File: src/hdl/asru_defs.svh
// Register offsets, field positions, reset values and tick counts of the serial unit
`ifndef ASRU_DEFS_SVH
`define ASRU_DEFS_SVH
`define ASRU_A_CTRL  8'h00
`define ASRU_A_BAUD  8'h04
`define ASRU_A_DATA  8'h08
`define ASRU_A_CTRL3 8'h0c
`define ASRU_A_STAT  8'h10
`define ASRU_A_IST   8'h14
`define ASRU_A_ICLR  8'h18
`define ASRU_A_IEN   8'h1c
`define ASRU_C_TXEN  0
`define ASRU_C_RXEN  1
`define ASRU_C_NINE  2
`define ASRU_C_TWOSB 3
`define ASRU_C_LOOP  4
`define ASRU_C_RECEIVER_SOURCE_SELECT  5
`define ASRU_C_EDGIE 6
`define ASRU_C3_T9   0
`define ASRU_C3_R9   1
`define ASRU_C3_DIR  2
`define ASRU_S_TX_BUFFER_EMPTY_FLAG  0
`define ASRU_S_TC    1
`define ASRU_S_RX_BUFFER_FULL_FLAG  2
`define ASRU_S_NF    3
`define ASRU_S_FE    4
`define ASRU_S_OR    5
`define ASRU_S_EDGE  6
`define ASRU_S_RAF   7
`define ASRU_CTRL_RST 7'h00
`define ASRU_BAUD_RST 13'h0001
`define ASRU_C3_RST   2'h0
`define ASRU_IEN_RST  7'h00
`define ASRU_RT_BIT   5'h10
`define ASRU_RT_S1    5'h08
`define ASRU_RT_S2    5'h09
`define ASRU_RT_S3    5'h0a
`define ASRU_LAST_MIN 4'h9
`endif

File: src/hdl/asru_pkg.sv
// Types shared by the serial unit
package asru_pkg;
	typedef enum logic {rx_idle, rx_frame} asru_rx_e;
	typedef logic [6:0] asru_ev_t;
endpackage

File: src/hdl/asru_top.sv
// Asynchronous serial transceiver with APB registers, loop and single-wire modes
`timescale 1ns/1ps
`include "asru_defs.svh"

// Operation
// Stop bit is sampled at ticks 8, 9 and 10 and disagreement among those samples reports noise.
// A majority of zero among the three stop-bit samples reports a framing error.
// A falling edge inside a frame realigns the oversample counter unless it falls on sample ticks 8 to 10.
// Each bit lasts 16 ticks and the last stop sample lands 154, 170 or 186 ticks after the start edge.
// The nine-bit select sets both directions to nine data bits, the extra bit kept in its own fields.
// The transmit ninth bit is copied with the data byte at each load and persists until rewritten.
// Software writes the transmit ninth bit before the data register for a coherent character.
// In stop all activity but the receive edge detector halts; retained stop keeps the other registers and resumes, other stops reset.
// The receive edge detector stays active in retained stop and wakes the processor when enabled.
// Software enters stop only with transmit complete, buffer empty and receiver idle.
// With loop enabled, source select chooses internal loop at 0 and single-wire at 1.
// Internal loop feeds the transmitter output straight into the receiver.
// Single-wire joins receiver, transmitter and transmit pin, and releases the receive pin.
// In single-wire, direction clear makes the pin an input, direction set drives it.
// Any bit whose samples disagree sets the noise flag when the character is buffered.
// While the framing error flag is set no new character enters the receive buffer.
// The oversample tick comes from the bus clock through the baud divider at 16x the bit rate.
module asru_top (
	// Clock and reset
	input  wire logic        clk_sys,
	input  wire logic        reset_n,
	// APB slave
	input  wire logic        psel,
	input  wire logic        penable,
	input  wire logic        pwrite,
	input  wire logic [7:0]  paddr,
	input  wire logic [31:0] pwdata,
	output logic      [31:0] prdata,
	output logic             pready,
	output logic             pslverr,
	// Serial pins
	input  wire logic        rxd_in,
	input  wire logic        txd_in,
	output logic             txd_out,
	output logic             txd_oe,
	output logic             rx_pin_released,
	// Power mode and interrupts
	input  wire logic        stop_req,
	input  wire logic        stop_retain,
	output logic             wake_req,
	output logic             irq
);
	logic [6:0]  ctrl_reg;
	logic [12:0] baud_reg;
	logic [1:0]  c3_reg;
	logic [6:0]  ien_reg;
	logic [6:0]  ist_reg;
	logic [12:0] div_reg;
	logic        txq_reg;
	asru_pkg::asru_rx_e rx_st_reg;
	logic [4:0]  rt_reg;
	logic [3:0]  bit_reg;
	logic        s1_reg, s2_reg, prev_reg, nacc_reg, facc_reg, resync_reg;
	logic [8:0]  sh_reg;
	logic [7:0]  fticks_reg;
	logic [7:0]  rx_data_reg;
	logic        rx_ninth_bit, rx_full_reg, edge_prev_reg;
	logic [7:0]  tx_buf_reg;
	logic        tx_empty_reg, tx_busy_reg;
	logic [11:0] tx_sh_reg;
	logic [3:0]  tx_rt_reg, tx_bit_reg;

	function automatic logic maj3(input logic a, input logic b, input logic c);
		return (a & b) | (a & c) | (b & c);
	endfunction

	logic hold, wipe, run, tick;
	logic nine_bit_mode, two_stop, internal_loopback_enable, receiver_source_select;
	logic single_wire_direction, tx_ninth_bit, sw_mode, lp_mode, rx_src;
	logic wr, rd, hit, fall, at10, rx_fin, maj, noisy, ferr, nerr, rx_load, tx_load, tx_done;
	logic [4:0] rt_nxt;
	logic [3:0] bit_nxt, last_bit;
	logic [3:0] nd_bit;
	logic [31:0] rd_val;
	logic [7:0] stat;
	asru_pkg::asru_ev_t ev, clr;

	assign hold = stop_req & stop_retain;
	assign wipe = stop_req & ~stop_retain;
	assign run = ~stop_req;
	assign nine_bit_mode = ctrl_reg[`ASRU_C_NINE];
	assign two_stop = ctrl_reg[`ASRU_C_TWOSB];
	assign internal_loopback_enable = ctrl_reg[`ASRU_C_LOOP];
	assign receiver_source_select = ctrl_reg[`ASRU_C_RECEIVER_SOURCE_SELECT];
	assign single_wire_direction = c3_reg[1];
	assign tx_ninth_bit = c3_reg[`ASRU_C3_T9];
	assign lp_mode = internal_loopback_enable & ~receiver_source_select;
	assign sw_mode = internal_loopback_enable & receiver_source_select;

	// Receiver input selection
	always_comb begin
		if (lp_mode)
			rx_src = txq_reg;
		else if (sw_mode)
			rx_src = single_wire_direction ? txq_reg : txd_in;
		else
			rx_src = rxd_in;
	end

	// Oversample tick
	assign tick = run & (div_reg + 13'h0001 >= baud_reg);
	always_ff @(posedge clk_sys or negedge reset_n) begin
		if (!reset_n)
			div_reg <= 13'h0000;
		else if (wipe || tick)
			div_reg <= 13'h0000;
		else if (run)
			div_reg <= div_reg + 13'h0001;
	end

	// APB access
	assign wr = run & psel & penable & pready & pwrite;
	assign rd = run & psel & penable & pready & ~pwrite;
	assign stat = {rx_st_reg == asru_pkg::rx_frame, ist_reg[6:3], rx_full_reg,
		~tx_busy_reg & tx_empty_reg, tx_empty_reg};
	always_comb begin
		hit = 1'b1;
		rd_val = 32'h0000_0000;
		case (paddr)
			`ASRU_A_CTRL:  rd_val[6:0] = ctrl_reg;
			`ASRU_A_BAUD:  rd_val[12:0] = baud_reg;
			`ASRU_A_DATA:  rd_val[8:0] = {rx_ninth_bit, rx_data_reg};
			`ASRU_A_CTRL3: rd_val[2:0] = {single_wire_direction, rx_ninth_bit, tx_ninth_bit};
			`ASRU_A_STAT:  rd_val[7:0] = stat;
			`ASRU_A_IST:   rd_val[6:0] = ist_reg;
			`ASRU_A_ICLR:  rd_val = 32'h0000_0000;
			`ASRU_A_IEN:   rd_val[6:0] = ien_reg;
			default:       hit = 1'b0;
		endcase
	end
	always_ff @(posedge clk_sys or negedge reset_n) begin
		if (!reset_n) begin
			pready <= 1'b0;
			pslverr <= 1'b0;
			prdata <= 32'h0000_0000;
		end else if (wipe) begin
			pready <= 1'b0;
			pslverr <= 1'b0;
			prdata <= 32'h0000_0000;
		end else begin
			pready <= run & psel & penable & ~pready;
			pslverr <= run & psel & penable & ~pready & ~hit;
			prdata <= rd_val;
		end
	end

	// Control registers
	always_ff @(posedge clk_sys or negedge reset_n) begin
		if (!reset_n) begin
			ctrl_reg <= `ASRU_CTRL_RST;
			baud_reg <= `ASRU_BAUD_RST;
			c3_reg <= `ASRU_C3_RST;
			ien_reg <= `ASRU_IEN_RST;
		end else if (wipe) begin
			ctrl_reg <= `ASRU_CTRL_RST;
			baud_reg <= `ASRU_BAUD_RST;
			c3_reg <= `ASRU_C3_RST;
			ien_reg <= `ASRU_IEN_RST;
		end else if (wr) begin
			if (paddr == `ASRU_A_CTRL)
				ctrl_reg <= pwdata[6:0];
			if (paddr == `ASRU_A_BAUD)
				baud_reg <= pwdata[12:0];
			if (paddr == `ASRU_A_CTRL3)
				c3_reg <= {pwdata[`ASRU_C3_DIR], pwdata[`ASRU_C3_T9]};
			if (paddr == `ASRU_A_IEN)
				ien_reg <= pwdata[6:0];
		end
	end

	// Receiver sampling
	assign rt_nxt = (rt_reg == `ASRU_RT_BIT) ? 5'h01 : rt_reg + 5'h01;
	assign bit_nxt = (rt_reg == `ASRU_RT_BIT) ? bit_reg + 4'h1 : bit_reg;
	assign last_bit = `ASRU_LAST_MIN + {3'h0, nine_bit_mode} + {3'h0, two_stop};
	assign nd_bit = nine_bit_mode ? 4'h9 : 4'h8;
	assign fall = tick & prev_reg & ~rx_src;
	assign maj = maj3(s1_reg, s2_reg, rx_src);
	assign noisy = ~((s1_reg == s2_reg) && (s2_reg == rx_src));
	assign at10 = tick & (rx_st_reg == asru_pkg::rx_frame) & (rt_nxt == `ASRU_RT_S3);
	assign rx_fin = at10 & (bit_nxt == last_bit);
	assign ferr = facc_reg | ~maj;
	assign nerr = nacc_reg | noisy;
	always_ff @(posedge clk_sys or negedge reset_n) begin
		if (!reset_n) begin
			rx_st_reg <= asru_pkg::rx_idle;
			rt_reg <= 5'h00;
			bit_reg <= 4'h0;
			s1_reg <= 1'b1;
			s2_reg <= 1'b1;
			prev_reg <= 1'b1;
			nacc_reg <= 1'b0;
			facc_reg <= 1'b0;
			resync_reg <= 1'b0;
			sh_reg <= 9'h000;
			fticks_reg <= 8'h00;
		end else if (wipe) begin
			rx_st_reg <= asru_pkg::rx_idle;
			rt_reg <= 5'h00;
			bit_reg <= 4'h0;
			s1_reg <= 1'b1;
			s2_reg <= 1'b1;
			prev_reg <= 1'b1;
			nacc_reg <= 1'b0;
			facc_reg <= 1'b0;
			resync_reg <= 1'b0;
			sh_reg <= 9'h000;
			fticks_reg <= 8'h00;
		end else if (tick) begin
			prev_reg <= rx_src;
			case (rx_st_reg)
				asru_pkg::rx_idle: begin
					if (fall && ctrl_reg[`ASRU_C_RXEN]) begin
						rx_st_reg <= asru_pkg::rx_frame;
						rt_reg <= 5'h01;
						bit_reg <= 4'h0;
						nacc_reg <= 1'b0;
						facc_reg <= 1'b0;
						resync_reg <= 1'b0;
						fticks_reg <= 8'h01;
					end
				end
				asru_pkg::rx_frame: begin
					fticks_reg <= fticks_reg + 8'h01;
					rt_reg <= rt_nxt;
					bit_reg <= bit_nxt;
					if (fall && rt_nxt > 5'h01 && rt_nxt < `ASRU_RT_S1) begin
						rt_reg <= 5'h01;
						resync_reg <= 1'b1;
					end else if (fall && rt_nxt > `ASRU_RT_S3 && bit_nxt < last_bit) begin
						rt_reg <= 5'h01;
						bit_reg <= bit_nxt + 4'h1;
						resync_reg <= 1'b1;
					end
					if (rt_nxt == `ASRU_RT_S1)
						s1_reg <= rx_src;
					if (rt_nxt == `ASRU_RT_S2)
						s2_reg <= rx_src;
					if (at10) begin
						nacc_reg <= nerr;
						if (bit_nxt == 4'h0 && maj)
							rx_st_reg <= asru_pkg::rx_idle;
						else if (bit_nxt != 4'h0 && bit_nxt <= nd_bit)
							sh_reg <= {maj, sh_reg[8:1]};
						else if (bit_nxt != 4'h0)
							facc_reg <= ferr;
						if (rx_fin)
							rx_st_reg <= asru_pkg::rx_idle;
					end
				end
				default: rx_st_reg <= asru_pkg::rx_idle;
			endcase
		end
	end

	// Receive buffer
	assign rx_load = rx_fin & ~ist_reg[`ASRU_S_FE] & ~rx_full_reg;
	always_ff @(posedge clk_sys or negedge reset_n) begin
		if (!reset_n) begin
			rx_data_reg <= 8'h00;
			rx_ninth_bit <= 1'b0;
			rx_full_reg <= 1'b0;
		end else if (wipe) begin
			rx_data_reg <= 8'h00;
			rx_ninth_bit <= 1'b0;
			rx_full_reg <= 1'b0;
		end else begin
			if (rd && paddr == `ASRU_A_DATA)
				rx_full_reg <= 1'b0;
			if (rx_load) begin
				rx_full_reg <= 1'b1;
				rx_data_reg <= nine_bit_mode ? sh_reg[7:0] : sh_reg[8:1];
				rx_ninth_bit <= nine_bit_mode & sh_reg[8];
			end
		end
	end

	// Transmitter
	assign tx_load = run & ~tx_busy_reg & ~tx_empty_reg & ctrl_reg[`ASRU_C_TXEN];
	assign tx_done = tick & tx_busy_reg & (tx_rt_reg == 4'hf) & (tx_bit_reg == last_bit);
	always_ff @(posedge clk_sys or negedge reset_n) begin
		if (!reset_n) begin
			tx_buf_reg <= 8'h00;
			tx_empty_reg <= 1'b1;
			tx_busy_reg <= 1'b0;
			tx_sh_reg <= 12'hfff;
			tx_rt_reg <= 4'h0;
			tx_bit_reg <= 4'h0;
			txq_reg <= 1'b1;
		end else if (wipe) begin
			tx_buf_reg <= 8'h00;
			tx_empty_reg <= 1'b1;
			tx_busy_reg <= 1'b0;
			tx_sh_reg <= 12'hfff;
			tx_rt_reg <= 4'h0;
			tx_bit_reg <= 4'h0;
			txq_reg <= 1'b1;
		end else if (run) begin
			txq_reg <= tx_busy_reg ? tx_sh_reg[0] : 1'b1;
			if (tx_load) begin
				tx_empty_reg <= 1'b1;
				tx_busy_reg <= 1'b1;
				tx_rt_reg <= 4'h0;
				tx_bit_reg <= 4'h0;
				if (nine_bit_mode)
					tx_sh_reg <= {2'h3, tx_ninth_bit, tx_buf_reg, 1'b0};
				else
					tx_sh_reg <= {3'h7, tx_buf_reg, 1'b0};
			end else if (tick && tx_busy_reg) begin
				tx_rt_reg <= tx_rt_reg + 4'h1;
				if (tx_rt_reg == 4'hf) begin
					tx_sh_reg <= {1'b1, tx_sh_reg[11:1]};
					tx_bit_reg <= tx_bit_reg + 4'h1;
					if (tx_done)
						tx_busy_reg <= 1'b0;
				end
			end
			if (wr && paddr == `ASRU_A_DATA) begin
				tx_buf_reg <= pwdata[7:0];
				tx_empty_reg <= 1'b0;
			end
		end
	end

	// Events, interrupt status and edge wake-up
	always_comb begin
		ev = 7'h00;
		ev[`ASRU_S_TX_BUFFER_EMPTY_FLAG] = tx_load;
		ev[`ASRU_S_TC] = tx_done & tx_empty_reg;
		ev[`ASRU_S_RX_BUFFER_FULL_FLAG] = rx_load;
		ev[`ASRU_S_NF] = rx_load & nerr;
		ev[`ASRU_S_FE] = rx_load & ferr;
		ev[`ASRU_S_OR] = rx_fin & ~ist_reg[`ASRU_S_FE] & rx_full_reg;
		ev[`ASRU_S_EDGE] = edge_prev_reg & ~rx_src & ctrl_reg[`ASRU_C_RXEN];
		clr = (wr && paddr == `ASRU_A_ICLR) ? pwdata[6:0] : 7'h00;
	end
	always_ff @(posedge clk_sys or negedge reset_n) begin
		if (!reset_n) begin
			ist_reg <= 7'h00;
			edge_prev_reg <= 1'b1;
			wake_req <= 1'b0;
			irq <= 1'b0;
		end else if (wipe) begin
			ist_reg <= 7'h00;
			edge_prev_reg <= 1'b1;
			wake_req <= 1'b0;
			irq <= 1'b0;
		end else begin
			edge_prev_reg <= rx_src;
			ist_reg <= (ist_reg & ~clr) | ev;
			wake_req <= hold & ev[`ASRU_S_EDGE] & ctrl_reg[`ASRU_C_EDGIE];
			irq <= |(((ist_reg & ~clr) | ev) & ien_reg);
		end
	end

	// Pin direction
	always_ff @(posedge clk_sys or negedge reset_n) begin
		if (!reset_n) begin
			txd_oe <= 1'b1;
			rx_pin_released <= 1'b0;
		end else if (!hold) begin
			txd_oe <= ~(sw_mode & ~single_wire_direction);
			rx_pin_released <= sw_mode;
		end
	end
	assign txd_out = txq_reg;
endmodule

File: config.mk
export PLATFORM = sky130hd
export DESIGN_NAME = asru_top
export DESIGN_NICKNAME = d
export VERILOG_FILES = /design/src/hdl/asru_pkg.sv /design/src/hdl/asru_top.sv
export VERILOG_INCLUDE_DIRS = /design/src /design/src/hdl
export SDC_FILE = /design/constraint.sdc
export NUM_CORES = 1
export LEC_CHECK = 0
export ABC_AREA = 1
export BUFFER_PORTS_ARGS = -buffer_cell sky130_fd_sc_hd__buf_2
export CAP_MARGIN = 10
export CELL_PAD_IN_SITES_DETAIL_PLACEMENT = 1
export CELL_PAD_IN_SITES_GLOBAL_PLACEMENT = 1
export CORE_ASPECT_RATIO = 0.8
export CORE_MARGIN = 5
export CORE_UTILIZATION = 45
export CTS_BUF_LIST = sky130_fd_sc_hd__clkbuf_8
export CTS_CLUSTER_DIAMETER = 30
export DETAILED_ROUTE_END_ITERATION = 10
export MAX_ROUTING_LAYER = met4
export PLACE_DENSITY_LB_ADDON = 0.15
export SLEW_MARGIN = 10
export SYNTH_ARGS = -nofsm -noshare
export SYNTH_HDL_FRONTEND = slang
export SYNTH_SLANG_ARGS = --single-unit
File: constraint.sdc
create_clock -name clk_sys -period 4.79 [get_ports clk_sys]
set_clock_uncertainty 0.15 [all_clocks]
set_input_delay 0.479 -clock clk_sys [delete_from_list [all_inputs] [get_ports clk_sys]]
set_output_delay 0.479 -clock clk_sys [all_outputs]
set_load 0.02 [all_outputs]
==> flow_metrics.env, run 1 <==
export IMPL_p_switching_mw=0.746
export IMPL_p_comb_share_pct=12.3
export IMPL_synthFlopType="dfrtp_1"
export IMPL_insertion_delay_ns=0.44
export IMPL_fp_dieH_um=122
export IMPL_synth_most_common_cell="nand2_1"
export IMPL_seqPwrFrac_pct=48.8
export IMPL_remaining_drc_errors=0
export IMPL_drive_above_1_share_pct=14.3
export IMPL_first_iter_violations=296
export IMPL_end_kind="flip-flop"
export IMPL_drt_wl_total_um=21000
export IMPL_start_util_pct=45.4
export IMPL_ys_types=51
export IMPL_yosys_area_top_type="dfrtp_1"
export IMPL_ys_warn_count=0
export IMPL_hold_class="in -> async"
export IMPL_clkSinkCount=132
export IMPL_antenna_found_initial=0
export IMPL_die_x_um=150
export IMPL_vias_per_cell=5.34
export IMPL_p_per_area_nw_per_um2=323
export IMPL_reg2reg_slack_ns=0.52
export IMPL_dieArea_um2=18300
export IMPL_diodes=0
export IMPL_fin_util_pct=50.6
export IMPL_core_um2=15600
export IMPL_grt_max_degree=98
export IMPL_clk_path_buf_depth=2
export IMPL_status="complete, but fails checks"
export IMPL_grt_usage_pct=25.0
export IMPL_grt_met3_usage_pct=5.84
export IMPL_grt_pass1_wl_um=34400
export IMPL_clkPwrFrac_pct=38.9
export IMPL_synth_seq_cells=132
export IMPL_htree_levels=4
export IMPL_met1_usage_pct=33.7
export IMPL_criticalPathCategory="reg -> reg"
export IMPL_cts_root_buffer="clkbuf_8"
export IMPL_area_growth_pct=11.5
export IMPL_r2r_end="sh_reg[3]"
export IMPL_wl_per_cell_um=18.4
export IMPL_hpwl_um=15900
export IMPL_pin_count=88
export IMPL_async_flop_share_pct=100
export IMPL_vias=6079
export IMPL_p_int_mw=1.81
export IMPL_met2_usage_pct=38.6
export IMPL_reg2regPathDepth=20
export IMPL_synth_edff_count=0
export IMPL_start_kind="flip-flop"
export IMPL_maxSlewHeadroom_pct=23.8
export IMPL_crit_fanout=12
export IMPL_busiest_layer="met2"
export IMPL_clk_pin_slew_ns=0.08
export IMPL_hold_viol_final=11
export IMPL_arrival_ns=4.42
export IMPL_synth_yosys_seq_area_share_pct=47.0
export IMPL_leakage_nw=3.83
export IMPL_placed_area_um2=7470
export IMPL_nets=987
export IMPL_path_cells="ha_1, nand2_1, nor3_1, nand3_1, nor3_1, nand3_1, xor2_1, inv_1, ha_1, nand2_1, nor2_1, nand2_1, nor2_1, nand2_1, nand3_2, nand3_1, nor2_4, nand3_1, a21oi_1, a21oi_1"
export IMPL_final_setup_viol_count=0
export IMPL_rsz0062_at_grt="no"
export IMPL_synth_area_um2=7080
export IMPL_finalSetupTns_ns=0
export IMPL_synth_cells=859
export IMPL_detail_route_antenna_nets=0
export IMPL_worst_slew_pin_slew_ns=1.14
export IMPL_grt_ovfl_total=0
export IMPL_sw_frac_of_total_pct=29.3
export IMPL_gp_congestion=0.903
export IMPL_cp_slowest_cell="dfrtp_1"
export IMPL_post_route_period_util_pct=89.1
export IMPL_hold_ws_ns=-0.0131
export IMPL_portBuffers=49
export IMPL_postLayoutCellArea_um2=7890
export IMPL_max_freq_mhz=234
export IMPL_synth_top_area_share_pct=40.3
export IMPL_crit_buf_inv=1
export IMPL_cts_tree="built"
export IMPL_yosys_top_cells_area="dfrtp_1 40%, nand2_1 9.3%, dfstp_2 6.7%"
export IMPL_crit_family="simple AND/OR/NAND/NOR gates"
export IMPL_first_pass_iters=5
export IMPL_post_route_min_period_ns=4.27
export IMPL_slew_viol_final=0
export IMPL_r2r_start="div_reg[0]"
export IMPL_holdBufCountCts=0
export IMPL_failed_checks="negative hold slack"
export IMPL_max_cap_viol_count=0
export IMPL_slowest_delay_ns=0.42
export IMPL_synth_common_cells="176 x nand2_1, 114 x dfrtp_1, 108 x inv_1, 84 x nor2_1, 75 x o21ai_0"
export IMPL_grt_pass1_vias=6457
export IMPL_rows=41
export IMPL_syn_avg_cell_area_um2=8.24
export IMPL_worstPathRequired_ns=4.94
export IMPL_irDropWorstVdd_mv=0.173
export IMPL_numCtsBuffers=17
cell type report:
cell class,instances,area [um2]
Inverter,113,424
Sequential cell,132,3330
Clock inverter,14,164
Tap cell,215,269
Fill cell,1940,7710
Clock buffer,18,248
Timing Repair Buffer,55,297
Multi-Input combinational cell,591,3160
worst register-to-register path, stage by stage, from the launching register on:
cell	delay, ns
dfrtp_1	0.42
ha_1	0.19
nand2_1	0.08
nor3_1	0.37
nand3_1	0.16
nor3_1	0.28
nand3_1	0.14
xor2_1	0.19
inv_1	0.06
ha_1	0.32
nand2_1	0.07
nor2_1	0.15
nand2_1	0.09
nor2_1	0.09
nand2_1	0.07
nand3_2	0.16
nand3_1	0.19
nor2_4	0.24
nand3_1	0.38
a21oi_1	0.25
a21oi_1	0.08
worst max path at each step:
stage,start,end,slack [ns],cells past startpoint
floorplan,div_reg[0],tx_bit_reg[3],1.33,22
global placement,div_reg[0],tx_bit_reg[0],0.62,21
detailed placement,div_reg[0],tx_bit_reg[0],0.47,21
CTS,div_reg[0],tx_bit_reg[0],0.41,21
global route,div_reg[0],sh_reg[5],0.002,20
finish,div_reg[0],sh_reg[3],0.52,20
cells by family (layout without fill, tap and decap cells):
family | after synthesis | in the layout | synth area share (%)
muxes | 2 | 2 | 0.283
and+or+nand+nor | 347 | 347 | 20.9
buffers and inverters | 154 | 200 | 9.42
DFF | 132 | 132 | 47.0
xor gates and xnor gates | 14 | 14 | 1.73
adders and majority gates | 28 | 28 | 4.95
other | 1 | 19 | 0.0530
AOI/OAI and AO/OA | 181 | 181 | 15.7
power groups by stage:
stage	Sequential [mW]	Combinational (mW)	Clock, mW
after global placement	1.26	0.297	0
after CTS	1.24	0.315	1.02
after floorplan	1.25	0.214	0
final	1.24	0.315	0.992
after global routing	1.25	0.356	1.07
after detailed placement	1.26	0.314	0
metrics by stage:
stage                     setup WS (ns)  total power, mW  instances
after floorplan                    1.33             1.46        877
after global placement            0.620             1.56       1106
after detailed placement          0.474             1.58       1106
after CTS                         0.407             2.58       1138
after global routing            0.00177             2.67       1138
final                             0.521             2.55       1138
placed cells by master (no fill, tap or decap), types with 5 or more instances in the layout:
master / n
ha_1: 28
a221oi_1: 5
o21ai_0: 74
nand2_1: 175
nor3_1: 12
dfstp_2: 18
dfrtp_1: 114
clkbuf_8: 18
inv_1: 110
a21oi_1: 41
conb_1: 19
nand4_1: 10
buf_2: 48
o221ai_1: 10
buf_4: 6
nand3_1: 48
nor2_1: 83
a31oi_1: 5
o21ai_1: 10
xor2_1: 11
o22ai_1: 6
timing repair:
item                                    in CTS  in global routing
setup buffers                                0                  0
endpoints found under the setup margin       0                 12
gates resized for setup                      0                  2
metal layers:
| layer | vias up | share of wire, % | routed length (um) |
|---|---|---|---|
| li1 | 2905 | - | - |
| met1 | 3038 | 48 | 9990 |
| met2 | 118 | 47 | 9860 |
| met3 | 18 | 4.2 | 874 |
| met4 | 0 | 1.2 | 254 |
| met5 | - | 0 | 0 |
(Power assumes the default switching activity.)
==> run 2, diff against run 1 <==
--- a/config.mk
+++ b/config.mk
@@ -17,6 +17,7 @@
 export CTS_BUF_LIST = sky130_fd_sc_hd__clkbuf_8
 export CTS_CLUSTER_DIAMETER = 30
 export DETAILED_ROUTE_END_ITERATION = 10
+export HOLD_SLACK_MARGIN = 0.06
 export MAX_ROUTING_LAYER = met4
 export PLACE_DENSITY_LB_ADDON = 0.15
 export SLEW_MARGIN = 10
==> run 2 against run 1 <==
Flip-flop and latch count is the same; the run now ends clean; core utilization grew 0.064 points; design area increased by 0.13%; final cell count hardly changed; via count grew 0.31%; clock power is essentially flat.
==> flow_metrics.env, run 2 (synthesis gave the netlist of run 1 again) <==
export IMPL_portBuffers=49
export IMPL_min_delay_start="pwdata[12]"
export IMPL_htree_levels=4
export IMPL_vias=6098
export IMPL_cts_setup_buffers=0
export IMPL_p_per_area_nw_per_um2=323
export IMPL_reg2regPathDepth=20
export IMPL_total_power_mw=2.55
export IMPL_whs_path_depth=3
export IMPL_arrival_ns=4.42
export IMPL_crit_buf_inv=1
export IMPL_hold_viol_final=0
export IMPL_final_cell_mix="175 x nand2_1, 114 x dfrtp_1, 110 x inv_1"
export IMPL_clkSinkCount=132
export IMPL_fp_dieH_um=122
export IMPL_grt_pass1_vias=6477
export IMPL_grt_ovfl_total=0
export IMPL_rsz0062_at_grt="no"
export IMPL_dieArea_um2=18300
export IMPL_core_um2=15600
export IMPL_diodes=0
export IMPL_startpoint="div_reg[0]"
export IMPL_grt_max_degree=98
export IMPL_nets=988
export IMPL_status="finished, final reports clean"
export IMPL_detail_route_antenna_nets=0
export IMPL_grt_pass1_wl_um=34500
export IMPL_worstPathRequired_ns=4.96
export IMPL_r2r_start="div_reg[0]"
export IMPL_rows=41
export IMPL_crit_family="simple AND/OR/NAND/NOR gates"
export IMPL_die_x_um=150
export IMPL_grt_usage_pct=25.0
export IMPL_first_iter_violations=312
export IMPL_clk_pin_slew_ns=0.08
export IMPL_area_growth_pct=11.6
export IMPL_final_setup_viol_count=0
export IMPL_reg2reg_slack_ns=0.53
export IMPL_insertion_delay_ns=0.45
export IMPL_cts_root_buffer="clkbuf_8"
export IMPL_cts_tree="built"
export IMPL_start_kind="flip-flop"
export IMPL_leakage_nw=3.84
export IMPL_end_kind="flip-flop"
export IMPL_pin_count=88
export IMPL_max_freq_mhz=235
export IMPL_hpwl_um=15900
export IMPL_post_route_period_util_pct=88.8
export IMPL_max_cap_viol_count=0
export IMPL_criticalPathCategory="reg -> reg"
export IMPL_wl_per_cell_um=18.4
export IMPL_maxSlewHeadroom_pct=22.0
export IMPL_start_util_pct=45.4
export IMPL_clk_path_buf_depth=2
export IMPL_irDropWorstVdd_mv=0.174
export IMPL_r2r_end="sh_reg[8]"
export IMPL_finalSetupTns_ns=0
export IMPL_drive_above_1_share_pct=14.3
export IMPL_first_pass_iters=5
export IMPL_numCtsBuffers=17
export IMPL_remaining_drc_errors=0
export IMPL_hold_class="in -> reg"
export IMPL_gp_congestion=0.903
export IMPL_slew_viol_final=0
export IMPL_slowest_delay_ns=0.42
export IMPL_post_route_min_period_ns=4.26
export IMPL_final_common_cell="nand2_1"
export IMPL_crit_fanout=12
export IMPL_drt_wl_total_um=21000
export IMPL_cp_slowest_cell="dfrtp_1"
export IMPL_worst_slew_pin_slew_ns=1.17
export IMPL_antenna_found_initial=0
export IMPL_hold_end="baud_reg[12]"
export IMPL_fin_util_pct=50.6
export IMPL_path_cells="ha_1, nand2_1, nor3_1, nand3_1, nor3_1, nand3_1, xor2_1, inv_1, ha_1, nand2_1, nor2_1, nand2_1, nor2_1, nand2_1, nand3_2, nand3_1, nor2_4, nand3_1, a21oi_1, a21oi_1"
export IMPL_vias_per_cell=5.35
==> run 2: cell count changes in the layout (fill, tap and decap cells not counted) <==
cell           previous run  this run
dlygate4sd3_1             0         1
==> run 2: worst max-delay path by stage <==
| stage | cells after the start | to |
|---|---|---|
| finish | 20 | sh_reg[8] |
| global route | 20 | sh_reg[5] |
| CTS | 21 | tx_bit_reg[0] |
| detailed placement | 21 | tx_bit_reg[0] |
| global placement | 21 | tx_bit_reg[0] |
| floorplan | 22 | tx_bit_reg[3] |
==> run 2: routing by layer <==
metal	part of all wire (%)	GRT usage (%)	vias to the layer above
li1	-	-	2906
met1	47	33.7	3050
met3	4.4	5.84	14
met2	47	38.7	128
met5	0	-	-
met4	1.1	5.60	0
==> run 2: area by class of cell <==
cell class / count / area (um2)
timing repair buffer: 56 / 307
fill: 1939 / 7700
inverter: 113 / 424
clock inverter: 14 / 164
tap: 215 / 269
clock buffer: 18 / 248
sequential: 132 / 3330
multi-input combinational: 591 / 3160
==> run 2: power breakdown <==
group	internal, mW	total [mW]	switching, mW	leakage (nW)
Sequential	1.19	1.25	0.0602	1.73
Clock	0.524	0.994	0.469	0.203
Combinational	0.0959	0.315	0.219	1.90
Total	1.81	2.55	0.749	3.84
==> run 2: what timing repair did <==
item                                   in CTS  in global routing
endpoints found under the hold margin      78                  0
hold buffers                                1                  0
resized for setup                           0                  2
setup endpoints to repair                   0                 12
==> run 2: worst reg2reg max path, stage by stage, from the launching register on <==
cell and delay (ns):
dfrtp_1 0.42, ha_1 0.19, nand2_1 0.08, nor3_1 0.37, nand3_1 0.16, nor3_1 0.28, nand3_1 0.14, xor2_1 0.19
inv_1 0.06, ha_1 0.32, nand2_1 0.07, nor2_1 0.15, nand2_1 0.09, nor2_1 0.09, nand2_1 0.07, nand3_2 0.16
nand3_1 0.19, nor2_4 0.24, nand3_1 0.37, a21oi_1 0.27, a21oi_1 0.06
==> run 2: through the flow <==
step / std cells / setup WS [ns] / hold WS (ns) / instance area (um2)
floorplan: 877 / 1.33 / 0.0334 / 7140
global placement: 1106 / 0.620 / 0.311 / 7470
detailed placement: 1106 / 0.474 / 0.324 / 7470
CTS: 1139 / 0.407 / 0.108 / 7890
global route: 1139 / 0.00177 / 0.110 / 7900
finish: 1139 / 0.535 / 0.129 / 7900
==> run 3, diff against run 2 <==
--- a/config.mk
+++ b/config.mk
@@ -11,7 +11,7 @@
 export CAP_MARGIN = 10
 export CELL_PAD_IN_SITES_DETAIL_PLACEMENT = 1
 export CELL_PAD_IN_SITES_GLOBAL_PLACEMENT = 1
-export CORE_ASPECT_RATIO = 0.8
+export CORE_ASPECT_RATIO = 1.5
 export CORE_MARGIN = 5
 export CORE_UTILIZATION = 45
 export CTS_BUF_LIST = sky130_fd_sc_hd__clkbuf_8
==> run 3 against run 2 <==
Worst setup slack worse by 0.048 ns; total power is 1.9% lower; critical path depth is 3 higher; fmax is 1.1% lower; first-iteration DRC count is 10% higher; largest power group unchanged.
==> flow_metrics.env, run 3 (synthesis gave the netlist of run 1 again) <==
export IMPL_first_pass_iters=8
export IMPL_final_common_cell="nand2_1"
export IMPL_clk_path_buf_depth=2
export IMPL_hold_class="in -> reg"
export IMPL_wl_per_cell_um=19.0
export IMPL_remaining_drc_errors=0
export IMPL_vias=6179
export IMPL_placedCellCount=1094
export IMPL_status="finished, final reports clean"
export IMPL_min_delay_start="pwdata[11]"
export IMPL_crit_fanout=6
export IMPL_p_int_mw=1.75
export IMPL_cts_tree="built"
export IMPL_post_route_min_period_ns=4.30
export IMPL_reg2regPathDepth=23
export IMPL_worst_slew_pin_slew_ns=1.16
export IMPL_r2r_start="div_reg[0]"
export IMPL_p_per_area_nw_per_um2=319
export IMPL_crit_path_frequent_cell="nand2_1"
export IMPL_diodes=0
export IMPL_grt_usage_pct=24.8
export IMPL_worstPathRequired_ns=4.99
export IMPL_leakage_nw=3.83
export IMPL_finalSetupTns_ns=0
export IMPL_slowest_delay_ns=0.45
export IMPL_start_util_pct=45.5
export IMPL_antenna_found_initial=0
export IMPL_insertion_delay_ns=0.44
export IMPL_fin_util_pct=50.5
export IMPL_sw_frac_of_total_pct=30.3
export IMPL_gp_congestion=0.940
export IMPL_maxSlewHeadroom_pct=22.7
export IMPL_grt_ovfl_total=0
export IMPL_dieArea_um2=18400
export IMPL_portBuffers=49
export IMPL_slew_viol_final=0
export IMPL_reg2reg_slack_ns=0.49
export IMPL_seqPwrFrac_pct=49.7
export IMPL_arrival_ns=4.50
export IMPL_core_um2=15600
export IMPL_hold_viol_final=0
export IMPL_max_freq_mhz=232
export IMPL_hold_end="baud_reg[11]"
export IMPL_htree_levels=4
export IMPL_final_setup_viol_count=0
export IMPL_clkPwrFrac_pct=37.7
export IMPL_rsz0062_at_grt="no"
export IMPL_die_x_um=112
export IMPL_drt_wl_total_um=21400
export IMPL_cts_setup_buffers=0
export IMPL_final_cells=1127
export IMPL_p_comb_share_pct=12.6
export IMPL_numCtsBuffers=17
export IMPL_p_switching_mw=0.759
export IMPL_final_cell_mix="175 x nand2_1, 114 x dfrtp_1, 109 x inv_1"
export IMPL_area_growth_pct=11.1
export IMPL_criticalPathCategory="reg -> reg"
export IMPL_post_route_period_util_pct=89.8
export IMPL_cp_slowest_cell="dfrtp_1"
export IMPL_max_cap_viol_count=0
export IMPL_vias_per_cell=5.48
export IMPL_cts_root_buffer="clkbuf_8"
export IMPL_hpwl_um=16700
export IMPL_fp_dieH_um=164
export IMPL_nets=988
export IMPL_end_kind="flip-flop"
export IMPL_r2r_end="rt_reg[3]"
export IMPL_path_cells="ha_1, nand2_1, nor3_1, nand3_1, nor3_2, nand3_1, xor2_1, inv_1, ha_1, nand2_1, nor2_1, nand2_1, nor2_1, nand2_1, nand3_2, nand4_1, inv_1, nand2_1, nand2_1, nand2_1, nor3_1, nand2_1, o21ai_0"
export IMPL_clkSinkCount=132
export IMPL_whs_path_depth=3
export IMPL_first_iter_violations=344
export IMPL_grt_pass1_vias=6773
export IMPL_irDropWorstVdd_mv=0.185
export IMPL_detail_route_antenna_nets=0
export IMPL_fin_ws_ns=0.487
export IMPL_place_ws_ns=0.331
export IMPL_clk_pin_slew_ns=0.09
export IMPL_start_kind="flip-flop"
export IMPL_pin_count=88
export IMPL_grt_max_degree=50
export IMPL_rows=56
export IMPL_drive_above_1_share_pct=14.4
export IMPL_grt_pass1_wl_um=34900
-- run 3: changes by cell type in the layout (fill, tap and decap cells not counted) --
cell	delta
buf_4	+1
buf_6	-1
bufinv_16	-1
clkbuf_8	-1
clkinv_4	+1
clkinvlp_4	-1
inv_1	-1
inv_6	+3
-- run 3: critical path, delay by kind of cell (launching register included) --
kind / cells / cell delay (ns)
DFF: 1 / 0.45
and+or+nand+nor: 17 / 2.60
buffers and inverters: 2 / 0.22
AOI/OAI and AO/OA: 1 / 0.08
adders and majority gates: 2 / 0.52
xor gates and xnor gates: 1 / 0.20
-- run 3: area by class of cell --
type | count | area (um2)
Sequential cell | 132 | 3330
Clock buffer | 17 | 234
Inverter | 113 | 424
Clock inverter | 15 | 158
Fill cell | 1932 | 7690
Tap cell | 203 | 254
Multi-Input combinational cell | 591 | 3160
Timing Repair Buffer | 56 | 303
-- run 3: how the worst max path moves through the flow --
stage                from       endpoint  slack, ns
2_1_floorplan  div_reg[0]  tx_bit_reg[3]       1.33
3_3_place_gp   div_reg[0]  tx_bit_reg[0]       0.53
3_5_place_dp   div_reg[0]  tx_bit_reg[0]       0.33
4_1_cts        div_reg[0]      rt_reg[1]       0.31
5_1_grt        div_reg[0]      rt_reg[1]      0.008
6_report       div_reg[0]      rt_reg[3]       0.49
-- run 3: repair_timing --
item | in CTS | in global routing
hold buffers | 1 | 0
resized for setup | 0 | 2
hold endpoints to repair | 34 | 0
endpoints found under the setup margin | 0 | 19
-- run 3: power by group through the flow --
stage | combinational (mW) | clock [mW] | sequential [mW]
final | 0.315 | 0.945 | 1.24
after global routing | 0.355 | 1.01 | 1.25
after CTS | 0.318 | 0.962 | 1.24
after detailed placement | 0.315 | 0 | 1.27
after global placement | 0.297 | 0 | 1.26
after floorplan | 0.214 | 0 | 1.25
-- run 3: stage by stage --
step,hold slack (ns),power [mW],area [um2]
5_1_grt,0.117,2.62,7860
6_report,0.120,2.50,7860
3_5_place_dp,0.322,1.58,7450
4_1_cts,0.117,2.52,7850
3_3_place_gp,0.308,1.56,7450
2_1_floorplan,0.0334,1.46,7140
-- run 3: metal layers --
layer | GRT usage [%] | routed length, um | part of all wire, % | vias up
met4 | 9.90 | 809 | 3.8 | 0
met1 | 26.4 | 8210 | 38 | 3116
met2 | 46.2 | 11800 | 55 | 111
met5 | - | 0 | 0 | -
li1 | - | - | - | 2908
met3 | 3.08 | 530 | 2.5 | 44
